<file path="src/rtcpc_pkg.sv">
// Purpose: Shared constants and types for the RTC prescaler/counter core
// Assumes: 16-bit half registers on a zero-wait peripheral bus
// Notes: Offsets are byte addresses, one aligned word per register
package rtcpc_pkg;
  localparam int PRL_W = 20;
  localparam int CNT_W = 32;
  localparam int HALF_W = 16;
  localparam int ADDR_W = 8;
  localparam int PRLH_FIELD_W = 4;
  localparam int COMMIT_CYCLES = 3;

  localparam logic [ADDR_W-1:0] OFF_PRLH = 8'h08;
  localparam logic [ADDR_W-1:0] OFF_PRLL = 8'h0c;
  localparam logic [ADDR_W-1:0] OFF_DIVH = 8'h10;
  localparam logic [ADDR_W-1:0] OFF_DIVL = 8'h14;
  localparam logic [ADDR_W-1:0] OFF_CNTH = 8'h18;
  localparam logic [ADDR_W-1:0] OFF_CNTL = 8'h1c;
  localparam logic [ADDR_W-1:0] OFF_ALRH = 8'h20;
  localparam logic [ADDR_W-1:0] OFF_ALRL = 8'h24;

  localparam logic [HALF_W-1:0] PRLH_RST = 16'h0000;
  localparam logic [HALF_W-1:0] PRLL_RST = 16'h8000;
  localparam logic [HALF_W-1:0] DIVH_RST = 16'h0000;
  localparam logic [HALF_W-1:0] DIVL_RST = 16'h8000;
  localparam logic [HALF_W-1:0] CNT_RST = 16'h0000;
  localparam logic [HALF_W-1:0] ALR_RST = 16'hffff;
  localparam logic [HALF_W-1:0] ZERO_HALF = 16'h0000;

  typedef struct packed {
    logic sel;
    logic enable;
    logic write;
    logic [ADDR_W-1:0] addr;
    logic [HALF_W-1:0] wdata;
  } rtcpc_bus_req_t;

  typedef enum {
    REG_NONE, REG_PRLH, REG_PRLL, REG_DIVH, REG_DIVL,
    REG_CNTH, REG_CNTL, REG_ALRH, REG_ALRL
  } rtcpc_reg_t;

  function automatic rtcpc_reg_t rtcpc_decode(logic [ADDR_W-1:0] a);
    rtcpc_reg_t r;
    r = REG_NONE;
    unique case (a)
      OFF_PRLH: r = REG_PRLH;
      OFF_PRLL: r = REG_PRLL;
      OFF_DIVH: r = REG_DIVH;
      OFF_DIVL: r = REG_DIVL;
      OFF_CNTH: r = REG_CNTH;
      OFF_CNTL: r = REG_CNTL;
      OFF_ALRH: r = REG_ALRH;
      OFF_ALRL: r = REG_ALRL;
      default: r = REG_NONE;
    endcase
    return r;
  endfunction
endpackage

</file>
<file path="src/rtcpc_sub.sv">
// Purpose: Prescaler down-counter and write-commit sequencer
// Assumes: One kernel clock cycle per clk edge
// Notes: Both modules are leaves of rtcpc_core
`timescale 1ns/10ps
module rtcpc_prescaler import rtcpc_pkg::*; #(
  parameter int W = PRL_W
) (
  input wire logic clk, // Kernel clock
  input wire logic rst, // Sync reset, high
  input wire logic [W-1:0] reload_value, // Period minus one
  input wire logic load, // Force reload now
  output logic [W-1:0] remain_reg, // Live remainder
  output logic wrap // Last cycle of a period
);
  initial begin
    if (W < 2 || W > 2*HALF_W) $error("rtcpc_prescaler: bad W");
  end

  assign wrap = (remain_reg == '0) && !load;

  always_ff @(posedge clk) begin
    if (rst) begin
      remain_reg <= W'({DIVH_RST, DIVL_RST});
    end else if (load || remain_reg == '0) begin
      remain_reg <= reload_value;
    end else begin
      remain_reg <= remain_reg - W'(1);
    end
  end
endmodule // rtcpc_prescaler

module rtcpc_commit import rtcpc_pkg::*; #(
  parameter int CYCLES = COMMIT_CYCLES
) (
  input wire logic clk, // Kernel clock
  input wire logic rst, // Sync reset, high
  input wire logic config_mode, // Configuration mode level
  input wire logic queued, // A write was queued
  output logic idle_reg, // No write in progress
  output logic apply_reg // One-cycle commit pulse
);
  typedef enum {ST_IDLE, ST_BUSY} rtcpc_cstate_t;
  rtcpc_cstate_t state_reg;
  logic cfg_prev_reg;
  logic pending_reg;
  logic [3:0] count_reg;
  logic start;

  initial begin
    if (CYCLES < 1 || CYCLES > 15) $error("rtcpc_commit: bad CYCLES");
  end

  assign start = cfg_prev_reg && !config_mode && (pending_reg || queued);

  always_ff @(posedge clk) begin
    if (rst) begin
      cfg_prev_reg <= 1'b0;
    end else begin
      cfg_prev_reg <= config_mode;
    end
  end

  always_ff @(posedge clk) begin
    if (rst || start) begin
      pending_reg <= 1'b0;
    end else if (queued) begin
      pending_reg <= 1'b1;
    end
  end

  always_ff @(posedge clk) begin
    if (rst) begin
      state_reg <= ST_IDLE;
      count_reg <= '0;
      idle_reg <= 1'b1;
      apply_reg <= 1'b0;
    end else begin
      apply_reg <= 1'b0;
      unique case (state_reg)
        ST_IDLE: begin
          if (start) begin
            state_reg <= ST_BUSY;
            count_reg <= 4'(CYCLES - 1);
            idle_reg <= 1'b0;
          end
        end
        ST_BUSY: begin
          if (count_reg == '0) begin
            state_reg <= ST_IDLE;
            apply_reg <= 1'b1;
            idle_reg <= 1'b1;
          end else begin
            count_reg <= count_reg - 4'(1);
          end
        end
      endcase
    end
  end
endmodule // rtcpc_commit

</file>
<file path="src/rtcpc_core.sv">
// Purpose: RTC prescaler, 32-bit time counter and alarm compare
// Assumes: clk is the kernel clock; bus is zero-wait, 16-bit halves
// Notes: Writes queue in shadows and commit after configuration mode
`timescale 1ns/10ps
module rtcpc_core import rtcpc_pkg::*; #(
  parameter int PW = PRL_W,
  parameter int CW = CNT_W
) (
  input wire logic clk, // Kernel and bus clock
  input wire logic rst, // Sync reset, high
  input wire rtcpc_bus_req_t bus_req, // Bus request
  output logic [HALF_W-1:0] prdata_reg, // Read data
  output logic pready_reg, // Access phase done
  output logic pslverr_reg, // Always zero
  input wire logic config_mode_bit, // Configuration mode
  output logic write_idle_flag, // No write in progress
  output logic time_base_tick, // One pulse per period
  output logic alarm_flag, // Alarm event pulse
  output logic alarm_irq, // Alarm request pulse
  output logic overflow_flag // Overflow event pulse
);
  initial begin
    if (PW != PRL_W || CW != CNT_W) $error("rtcpc_core: widths fixed");
  end

  logic [PW-1:0] prl_reg;
  logic [CW-1:0] count_reg;
  logic [CW-1:0] alarm_reg;
  logic [PW-1:0] prl_sh_reg;
  logic [CW-1:0] cnt_sh_reg;
  logic [CW-1:0] alr_sh_reg;
  logic [5:0] pend_reg;
  logic [PW-1:0] remain;
  logic wrap;
  logic idle;
  logic apply;
  logic setup;
  logic wr_acc;
  logic queue;
  logic reload_now;
  rtcpc_reg_t rsel;
  rtcpc_reg_t wsel;

  assign rsel = rtcpc_decode(bus_req.addr);
  assign wsel = rsel;
  assign setup = bus_req.sel && !bus_req.enable;
  assign wr_acc = bus_req.sel && bus_req.enable && bus_req.write;
  // write gate: flag and sequencer idle, config mode set
  // Flag lags idle a cycle; both needed so no write meets the commit
  assign queue = wr_acc && idle && write_idle_flag && config_mode_bit &&
                 (wsel inside {REG_PRLH, REG_PRLL, REG_CNTH, REG_CNTL,
                               REG_ALRH, REG_ALRL});
  // reload on reload or counter change
  assign reload_now = apply && (pend_reg[1:0] != '0 || pend_reg[3:2] != '0);

  rtcpc_commit #(.CYCLES(COMMIT_CYCLES)) u_commit (
    .clk(clk),
    .rst(rst),
    .config_mode(config_mode_bit),
    .queued(queue),
    .idle_reg(idle),
    .apply_reg(apply)
  );

  rtcpc_prescaler #(.W(PW)) u_presc (
    .clk(clk),
    .rst(rst),
    .reload_value(apply ? {pend_reg[0] ? prl_sh_reg[PW-1:HALF_W] :
                           prl_reg[PW-1:HALF_W],
                           pend_reg[1] ? prl_sh_reg[HALF_W-1:0] :
                           prl_reg[HALF_W-1:0]} : prl_reg),
    .load(reload_now),
    .remain_reg(remain),
    .wrap(wrap)
  );

  always_ff @(posedge clk) begin
    if (rst) begin
      prl_sh_reg <= '0;
      cnt_sh_reg <= '0;
      alr_sh_reg <= '0;
      pend_reg <= '0;
    end else if (apply) begin
      pend_reg <= '0;
    end else if (queue) begin
      unique case (wsel)
        REG_PRLH: begin
          prl_sh_reg[PW-1:HALF_W] <= bus_req.wdata[PRLH_FIELD_W-1:0];
          pend_reg[0] <= 1'b1;
        end
        REG_PRLL: begin
          prl_sh_reg[HALF_W-1:0] <= bus_req.wdata;
          pend_reg[1] <= 1'b1;
        end
        REG_CNTH: begin
          cnt_sh_reg[CW-1:HALF_W] <= bus_req.wdata;
          pend_reg[2] <= 1'b1;
        end
        REG_CNTL: begin
          cnt_sh_reg[HALF_W-1:0] <= bus_req.wdata;
          pend_reg[3] <= 1'b1;
        end
        REG_ALRH: begin
          alr_sh_reg[CW-1:HALF_W] <= bus_req.wdata;
          pend_reg[4] <= 1'b1;
        end
        REG_ALRL: begin
          alr_sh_reg[HALF_W-1:0] <= bus_req.wdata;
          pend_reg[5] <= 1'b1;
        end
        default: begin
        end
      endcase
    end
  end

  always_ff @(posedge clk) begin
    if (rst) begin
      prl_reg <= PW'({PRLH_RST, PRLL_RST});
    end else if (apply) begin
      if (pend_reg[0]) begin
        prl_reg[PW-1:HALF_W] <= prl_sh_reg[PW-1:HALF_W];
      end
      if (pend_reg[1]) begin
        prl_reg[HALF_W-1:0] <= prl_sh_reg[HALF_W-1:0];
      end
    end
  end

  always_ff @(posedge clk) begin
    if (rst) begin
      alarm_reg <= {ALR_RST, ALR_RST};
    end else if (apply) begin
      if (pend_reg[4]) begin
        alarm_reg[CW-1:HALF_W] <= alr_sh_reg[CW-1:HALF_W];
      end
      if (pend_reg[5]) begin
        alarm_reg[HALF_W-1:0] <= alr_sh_reg[HALF_W-1:0];
      end
    end
  end

  // advance per tick; direct half load wins
  always_ff @(posedge clk) begin
    if (rst) begin
      count_reg <= {CNT_RST, CNT_RST};
    end else if (apply && pend_reg[3:2] != '0) begin
      if (pend_reg[2]) begin
        count_reg[CW-1:HALF_W] <= cnt_sh_reg[CW-1:HALF_W];
      end
      if (pend_reg[3]) begin
        count_reg[HALF_W-1:0] <= cnt_sh_reg[HALF_W-1:0];
      end
    end else if (wrap) begin
      count_reg <= count_reg + CW'(1);
    end
  end

  // event pulses registered, high on the cycle after the last cycle of a period
  always_ff @(posedge clk) begin
    if (rst) begin
      time_base_tick <= 1'b0;
      alarm_flag <= 1'b0;
      alarm_irq <= 1'b0;
      overflow_flag <= 1'b0;
      write_idle_flag <= 1'b1;
    end else begin
      time_base_tick <= wrap;
      alarm_flag <= wrap && count_reg == alarm_reg;
      alarm_irq <= wrap && count_reg == alarm_reg;
      overflow_flag <= wrap && count_reg == '1;
      write_idle_flag <= idle && !(apply && !idle);
    end
  end

  // read data captured in setup phase
  always_ff @(posedge clk) begin
    if (rst) begin
      prdata_reg <= ZERO_HALF;
      pready_reg <= 1'b0;
      pslverr_reg <= 1'b0;
    end else begin
      pready_reg <= setup;
      pslverr_reg <= 1'b0;
      if (setup && !bus_req.write) begin
        unique case (rsel)
          REG_DIVH: prdata_reg <= HALF_W'(remain[PW-1:HALF_W]);
          REG_DIVL: prdata_reg <= remain[HALF_W-1:0];
          REG_CNTH: prdata_reg <= count_reg[CW-1:HALF_W];
          REG_CNTL: prdata_reg <= count_reg[HALF_W-1:0];
          default: prdata_reg <= ZERO_HALF;
        endcase
      end else begin
        prdata_reg <= ZERO_HALF;
      end
    end
  end

  property p_refuse_busy;
    @(posedge clk) disable iff (rst)
    wr_acc && !write_idle_flag |=> $stable(pend_reg) || pend_reg == '0;
  endproperty
  a_refuse_busy: assert property (p_refuse_busy)
    else $error("write taken while busy");

  property p_prlh_reads_zero;
    @(posedge clk) disable iff (rst)
    setup && !bus_req.write && rsel == REG_PRLH |=> prdata_reg == '0;
  endproperty
  a_prlh_reads_zero: assert property (p_prlh_reads_zero)
    else $error("reload high read not zero");

  property p_period_reload;
    @(posedge clk) disable iff (rst)
    wrap && !apply |=> remain == $past(prl_reg);
  endproperty
  a_period_reload: assert property (p_period_reload)
    else $error("prescaler not reloaded at wrap");

  property p_commit_reload;
    @(posedge clk) disable iff (rst)
    apply && pend_reg[1:0] == 2'b11 |=> remain == $past(prl_sh_reg);
  endproperty
  a_commit_reload: assert property (p_commit_reload)
    else $error("prescaler not reloaded on commit");

  property p_count_step;
    @(posedge clk) disable iff (rst)
    wrap && !apply |=> count_reg == $past(count_reg) + CW'(1);
  endproperty
  a_count_step: assert property (p_count_step)
    else $error("counter did not advance on tick");

  property p_cnt_load;
    @(posedge clk) disable iff (rst)
    apply && pend_reg[3:2] == 2'b11 |=> count_reg == $past(cnt_sh_reg);
  endproperty
  a_cnt_load: assert property (p_cnt_load)
    else $error("counter not loaded on commit");

  property p_cnt_read;
    @(posedge clk) disable iff (rst)
    setup && !bus_req.write && rsel == REG_CNTL
      |=> prdata_reg == $past(count_reg[HALF_W-1:0]);
  endproperty
  a_cnt_read: assert property (p_cnt_read)
    else $error("counter low read mismatch");

  property p_alarm;
    @(posedge clk) disable iff (rst)
    wrap && count_reg == alarm_reg |=> alarm_flag && alarm_irq;
  endproperty
  a_alarm: assert property (p_alarm)
    else $error("alarm not raised at match");

  property p_busy_window;
    @(posedge clk) disable iff (rst)
    $fell(idle) |-> !apply [*3] ##1 apply;
  endproperty
  a_busy_window: assert property (p_busy_window)
    else $error("commit not three cycles after start");

  property p_idle_low;
    @(posedge clk) disable iff (rst)
    $fell(idle) |=> !write_idle_flag [*3];
  endproperty
  a_idle_low: assert property (p_idle_low)
    else $error("write idle high during commit");

  property p_overflow;
    @(posedge clk) disable iff (rst)
    overflow_flag |-> $past(count_reg) == '1 && count_reg == '0;
  endproperty
  a_overflow: assert property (p_overflow)
    else $error("overflow without wrap to zero");
endmodule // rtcpc_core

</file>
<file path="config.mk">
export PLATFORM = sky130hd
export DESIGN_NAME = rtcpc_core
export DESIGN_NICKNAME = d
export VERILOG_FILES = /design/src/rtcpc_pkg.sv /design/src/rtcpc_sub.sv /design/src/rtcpc_core.sv
export SDC_FILE = /design/constraint.sdc
export NUM_CORES = 1
export LEC_CHECK = 0
export ABC_AREA = 1
export CORE_ASPECT_RATIO = 1.2
export CORE_MARGIN = 1
export CORE_UTILIZATION = 46
export CTS_BUF_LIST = sky130_fd_sc_hd__clkbuf_2
export CTS_CLUSTER_SIZE = 16
export DETAILED_ROUTE_END_ITERATION = 8
export DONT_BUFFER_PORTS = 1
export GPL_ROUTABILITY_DRIVEN = 1
export PLACE_DENSITY = 0.61
export SYNTH_ARGS = -nofsm -noshare
export SYNTH_HDL_FRONTEND = slang
export SYNTH_SLANG_ARGS = --single-unit
export TNS_END_PERCENT = 5
</file>
<file path="constraint.sdc">
create_clock -name clk -period 4.5 [get_ports clk]
set_clock_uncertainty 0.15 [all_clocks]
set_input_delay 0.9 -clock clk [delete_from_list [all_inputs] [get_ports clk]]
set_output_delay 0.9 -clock clk [all_outputs]
set_load 0.05 [all_outputs]
</file>
# [Word-level counts from Yosys, hierarchy flattened]
# Cells that the tools add are included.
[totals] output_inout_bits=23 input_bits=30 elab_cells=135 register_bits=255
[classes] eq_ne=24 n_bitwise=3 n_addsub=3 n_mux=20 reduce_logical=55
[op_table] operator="equality test 32 x 3 -> 1 bit (second input constant)" count=4
[op_table] operator="two-way mux 32 bit" count=4
[op_table] operator="equality test 32 x 1 -> 1 bit (second input constant)" count=2
[op_table] operator="equality test 32 x 2 -> 1 bit (second input constant)" count=2
[op_table] operator="case mux 16 bit (4 select lines)" count=1
[op_table] operator="case mux 32 bit (2 select lines)" count=1
[op_table] operator="two-way mux 16 bit" count=3
[op_table] operator="two-way mux 20 bit" count=2
[op_table] operator="adder 32 x 1 -> 32 bit (second input constant)" count=1
[op_table] operator="equality test 32 bit" count=1
[op_table] operator="equality test 32 bit (second input constant)" count=1
[op_table] operator="equality test 32 x 4 -> 1 bit (second input constant)" count=1
[op_table] operator="equality test 8 x 5 -> 1 bit (second input constant)" count=4
[op_table] operator="logical NOT 32 bit" count=1
[op_table] operator="case mux 4 bit (8 select lines)" count=1
[op_table] operator="AND reduction 2 bit" count=12
[op_table] operator="logical NOT 20 bit" count=1
[op_table] operator="subtractor 20 x 1 -> 20 bit (second input constant)" count=1
[op_table] operator="AND reduction 3 bit" count=6
[op_table] operator="logical AND 1 bit" count=17
[op_table] operator="equality test 8 x 4 -> 1 bit (second input constant)" count=2
[op_table] operator="equality test 8 x 6 -> 1 bit (second input constant)" count=2
[op_table] operator="two-way mux 4 bit" count=3
[op_table] operator="case mux 4 bit (2 select lines)" count=1
[op_table] operator="12 further kinds" count=31

# [Logic depth before layout (Yosys ltp)]
[logic_depth] word_depth=10 depth_mapped=10

# [Cells and area by module]
# From an unflattened synthesis, not the netlist that was laid out.
[hier_totals] cells_unflattened=1674 hier_area_um2=11183.2
[modules_own_cells] module="rtcpc_core" seq_area_each_um2=3903.7 n_inst=1 area_each_um2=9317.7 cells_per_inst=1385
[modules_own_cells] module="rtcpc_prescaler" seq_area_each_um2=400.4 n_inst=1 area_each_um2=1452.6 cells_per_inst=237
[modules_own_cells] module="rtcpc_commit" seq_area_each_um2=180.2 n_inst=1 area_each_um2=412.9 cells_per_inst=52

# [Least setup slack after synthesis]
# OpenSTA, ideal clock, no wires.
[synth_timing] kind="input -> register" start="input bus_req[17] in the netlist's numbering" end="register cnt_sh_reg[0]" setup_slack_ns=2.357 stages=9 arrival_ns=1.880 cell_sequence="nor2_1 > nand3_1 > nor2_1 > nor2_1 > nand2_4 > nand4_4 > buf_2 > nor2_1 > nor2_1"
[synth_between] elab_chain_cells=6 elab_cells_between_ends=18 classes_between="eq/ne (14); mux (1); reduce/logical (3)"
[synth_rtl] item="start, declared" line_no="rtcpc_core.sv:11" source="input wire rtcpc_bus_req_t bus_req,"
[synth_rtl] item="equality test 8 x 6 -> 1 bit, or another cell as far along" line_no="rtcpc_pkg.sv:45" source="unique case (a)"
[synth_rtl] item="case mux 4 bit (8 select lines) *" line_no="rtcpc_pkg.sv:45"
[synth_rtl] item="equality test 32 x 1 -> 1 bit, or another cell as far along" line_no="rtcpc_core.sv:51" source="(wsel inside {REG_PRLH, REG_PRLL, REG_CNTH, REG_CNTL,"
[synth_rtl] item="nonzero test 6 bit" line_no="rtcpc_core.sv:51"
[synth_rtl] item="logical AND 1 bit" line_no="rtcpc_core.sv:50" source="assign queue = wr_acc && idle && write_idle_flag && config_mode_bit &&"
[synth_rtl] item="AND reduction 3 bit (no source line) *"
[synth_rtl] item="end signal, assigned by index" line_no="rtcpc_core.sv:96" source="cnt_sh_reg[CW-1:HALF_W] <= bus_req.wdata;"
[synth_rtl] item="end signal, assigned by index" line_no="rtcpc_core.sv:100" source="cnt_sh_reg[HALF_W-1:0] <= bus_req.wdata;"
[synth_rtl] item="end, declared" line_no="rtcpc_core.sv:30" source="logic [CW-1:0] cnt_sh_reg;"
# Every way passes the cells marked *; elsewhere a longest branch is shown, timed or not.
# A chain may end at the register's enable or synchronous reset.

==> flow_metrics.tcl <==
set metrics [dict create \
    cts_tree "built" \
    routabilityCongestion 0.9724 \
    wire_per_inst_um 17.46 \
    route.antenna.remaining_nets 0 \
    first_pass_iters 7 \
    grt_remaining_overflow 0 \
    cellPowerDensity_nw_per_um2 371.4 \
    num_io_pins 53 \
    synth.distinct_cells 42 \
    relSlewSlack_pct 26.31 \
    worstPathMaxFanout 2 \
    synthToLayoutAreaGrowth_pct 7.384 \
    r2r_setup_slack_ns 1.72 \
    worst_skew_pair.late_latency_ns 0.86 \
    finished_layout_cells 1862 \
    timing.hold.worst.class "primary input to flip-flop" \
    synth-seq-cells 224 \
    finish.net_count 1581 \
    placement_rows 60 \
    die_w_um 140.3 \
    tightestPinTransition_ns 1.103 \
    setup-violations-final 0 \
    track_usage_pct 28.12 \
    final_max_slew_viol_count 0 \
    ys_top_cells_by_count "340 x nand2_1, 251 x nor2_1, 224 x dfxtp_1" \
    first_pass_grt_wire_length_um 50300 \
    critical_path_class "flip-flop to output port" \
    cp_num_cells 0 \
    worst_setup_path_endpoint "alarm_flag" \
    path_clk_slew_ns 0.10 \
    yosys.area.top_type "dfxtp_1" \
    startpoint "alarm_irq" \
    coreArea_um2 22450 \
    die-height_um 167.9 \
    finalCritPeriodShare_pct 63.61 \
    grt_max_degree 130 \
    avgViaCountPerCell 5.241 \
    synth-async-reset-ratio_pct 0 \
    setup_ws_ns 1.638 \
    setup.worst_path.start_class "flip-flop" \
    detail_route.drc_violations 0 \
    post_route_cells_drive_above_1_share_pct 9.166 \
    overall_die_area_um2 23560 \
    reg2regPathDepth 7 \
    yosys-top-cells-area "dfxtp_1 42%, nand2_1 12%, nor2_1 8.9%, a21oi_1 5.7%, inv_1 5.5%" \
    numCtsBuffers 56 \
    post_cts_resized 0 \
    power.ir.vdd_worst_uv 159.9 \
    cts.root.buffer_cell "clkbuf_2" \
    initialDrtViolationCount 838 \
    final_sum_of_negative_setup_slack_ns 0 \
    synth-seq-area-share_pct 42.48 \
    first_global_vias 8902 \
    finalHoldViolCount 0 \
    final_wirelength_um 32520 \
    dominant_synthesized_flop_cell "dfxtp_1" \
    post-place-ws_ns 1.394 \
    post_synth_instance_area_um2 10560 \
    initial_utilization_pct 47.03 \
    numClockSinks 224 \
    synth-edff-count 0 \
    grt_setup_unrepaired "false" \
    arrival_ns 1.81 \
    rr_startpoint "write_idle_flag" \
    power.static_leakage_nw 4.867 \
    syn_nets 1568 \
    worstPathRequired_ns 3.45 \
    fill_cells 2369 \
    status "completed" \
    fmax_mhz 349.4 \
    finalWorstPathRequiredPeriod_ns 2.862 \
    dominant_cell_by_count_in_the_synthesized_netlist "nand2_1" \
    post-dp-hpwl_um 22780 \
    number_of_instances_in_the_synthesized_netlist 1533 \
    fraction_of_post_synthesis_cell_area_in_the_top_cell_type_by_area_pct 42.48 \
    cts_buffer_depth 3 \
    detailroute.via_count 9758 \
    synth-warning-count 0 \
    r2r_end "alr_sh_reg[11]" \
    synthesis.area_per_instance_um2 6.886 \
    placed_cells 1745 \
    end_kind "output port" \
    h_tree_lvls 2 \
    antenna_found_initial 1 \
    maxCapViolations 0 \
    io_buffers 0 \
]
==> stage by stage <==
stage / utilization [%] / cell area, um^2 / power, mW / hold slack, ns
2_1_floorplan: - / 10560 / 2.682 / 0.2571
3_3_place_gp: 47.30 / 10620 / 2.847 / 0.2707
3_5_place_dp: 47.30 / 10620 / 2.847 / 0.2767
4_1_cts: 50.45 / 11320 / 4.248 / 0.0002924
5_1_grt: 50.50 / 11340 / 4.453 / 0.0003095
6_report: 50.50 / 11340 / 4.211 / 0.07620
==> worst min-delay path by stage <==
| stage | cells after the start | startpoint | slack, ns | endpoint |
|---|---|---|---|---|
| final | 2 | bus_req[26] | 0.08 | pready_reg |
| after floorplan | 1 | u_presc.remain_reg[0] | 0.26 | u_presc.remain_reg[0] |
| after global routing | 2 | bus_req[2] | 0.0003 | alr_sh_reg[2] |
| after global placement | 1 | u_presc.remain_reg[0] | 0.27 | u_presc.remain_reg[0] |
| after detailed placement | 1 | u_presc.remain_reg[0] | 0.28 | u_presc.remain_reg[0] |
| after CTS | 2 | bus_req[6] | 0.0003 | cnt_sh_reg[6] |
==> logic make-up (layout without fill, tap and decap cells) <==
| logic type | Yosys count | in the layout | synth area share, % |
|---|---|---|---|
| compound gates | 281 | 281 | 14.73 |
| xor+xnor | 32 | 32 | 2.655 |
| fa+ha+maj | 5 | 5 | 0.5926 |
| buf+inv | 243 | 292 | 9.257 |
| flops | 224 | 224 | 42.48 |
| other cells | 1 | 2 | 0.03552 |
| simple gates | 747 | 747 | 30.25 |
==> final cells by class <==
class	instances	area (um^2)	share of cell area [%]
Antenna cell	1	2.502	0.02208
Clock buffer	82	410.4	3.620
Clock inverter	12	76.32	0.6733
Inverter	173	653.1	5.762
Multi-Input combinational cell	1066	5095	44.94
Sequential cell	224	4484	39.56
Tap cell	279	349.1	3.079
Timing Repair Buffer	25	265.3	2.340
==> routing by layer <==
metal | global-route usage (%) | vias up | share of wire (%)
met3 | 5.973 | 76 | 6.3
li1 | - | 4991 | -
met1 | 38.70 | 4369 | 47
met5 | 0 | - | 0
met4 | 13.09 | 0 | 4.1
met2 | 41.89 | 322 | 43
==> timing repair <==
action | in CTS | in global routing
endpoints found under the hold margin | 71 | 1
buffers inserted | 0 | 0
hold buffers | 21 | 1
==> layout by cell type, fill, tap and decap left out, drive strengths merged <==
cell	instances
nand2	345
nor2	259
dfxtp	224
inv	172
a21oi	120
o21ai	94
clkbuf	82
nand3	81
o211ai	39
nor3	26
dlygate4sd3	21
o22ai	20
nand4	19
xor2	18
xnor2	14
clkinv	12
or2	11
ha	5
nand3b	5
a31oi	4
buf	4
diode	1
o2bb2ai	1
nor4	1
o31ai	1
a211oi	1
a221oi	1
conb	1
bufinv	1
==> power by group <==
group | switching (mW) | internal [mW] | leakage (nW) | total (mW)
clock network | 0.827 | 0.538 | 0.375 | 1.37
logic | 0.466 | 0.213 | 2.68 | 0.680
registers | 0.104 | 2.06 | 1.81 | 2.17
No activity file was read; power rests on OpenSTA's default activity.
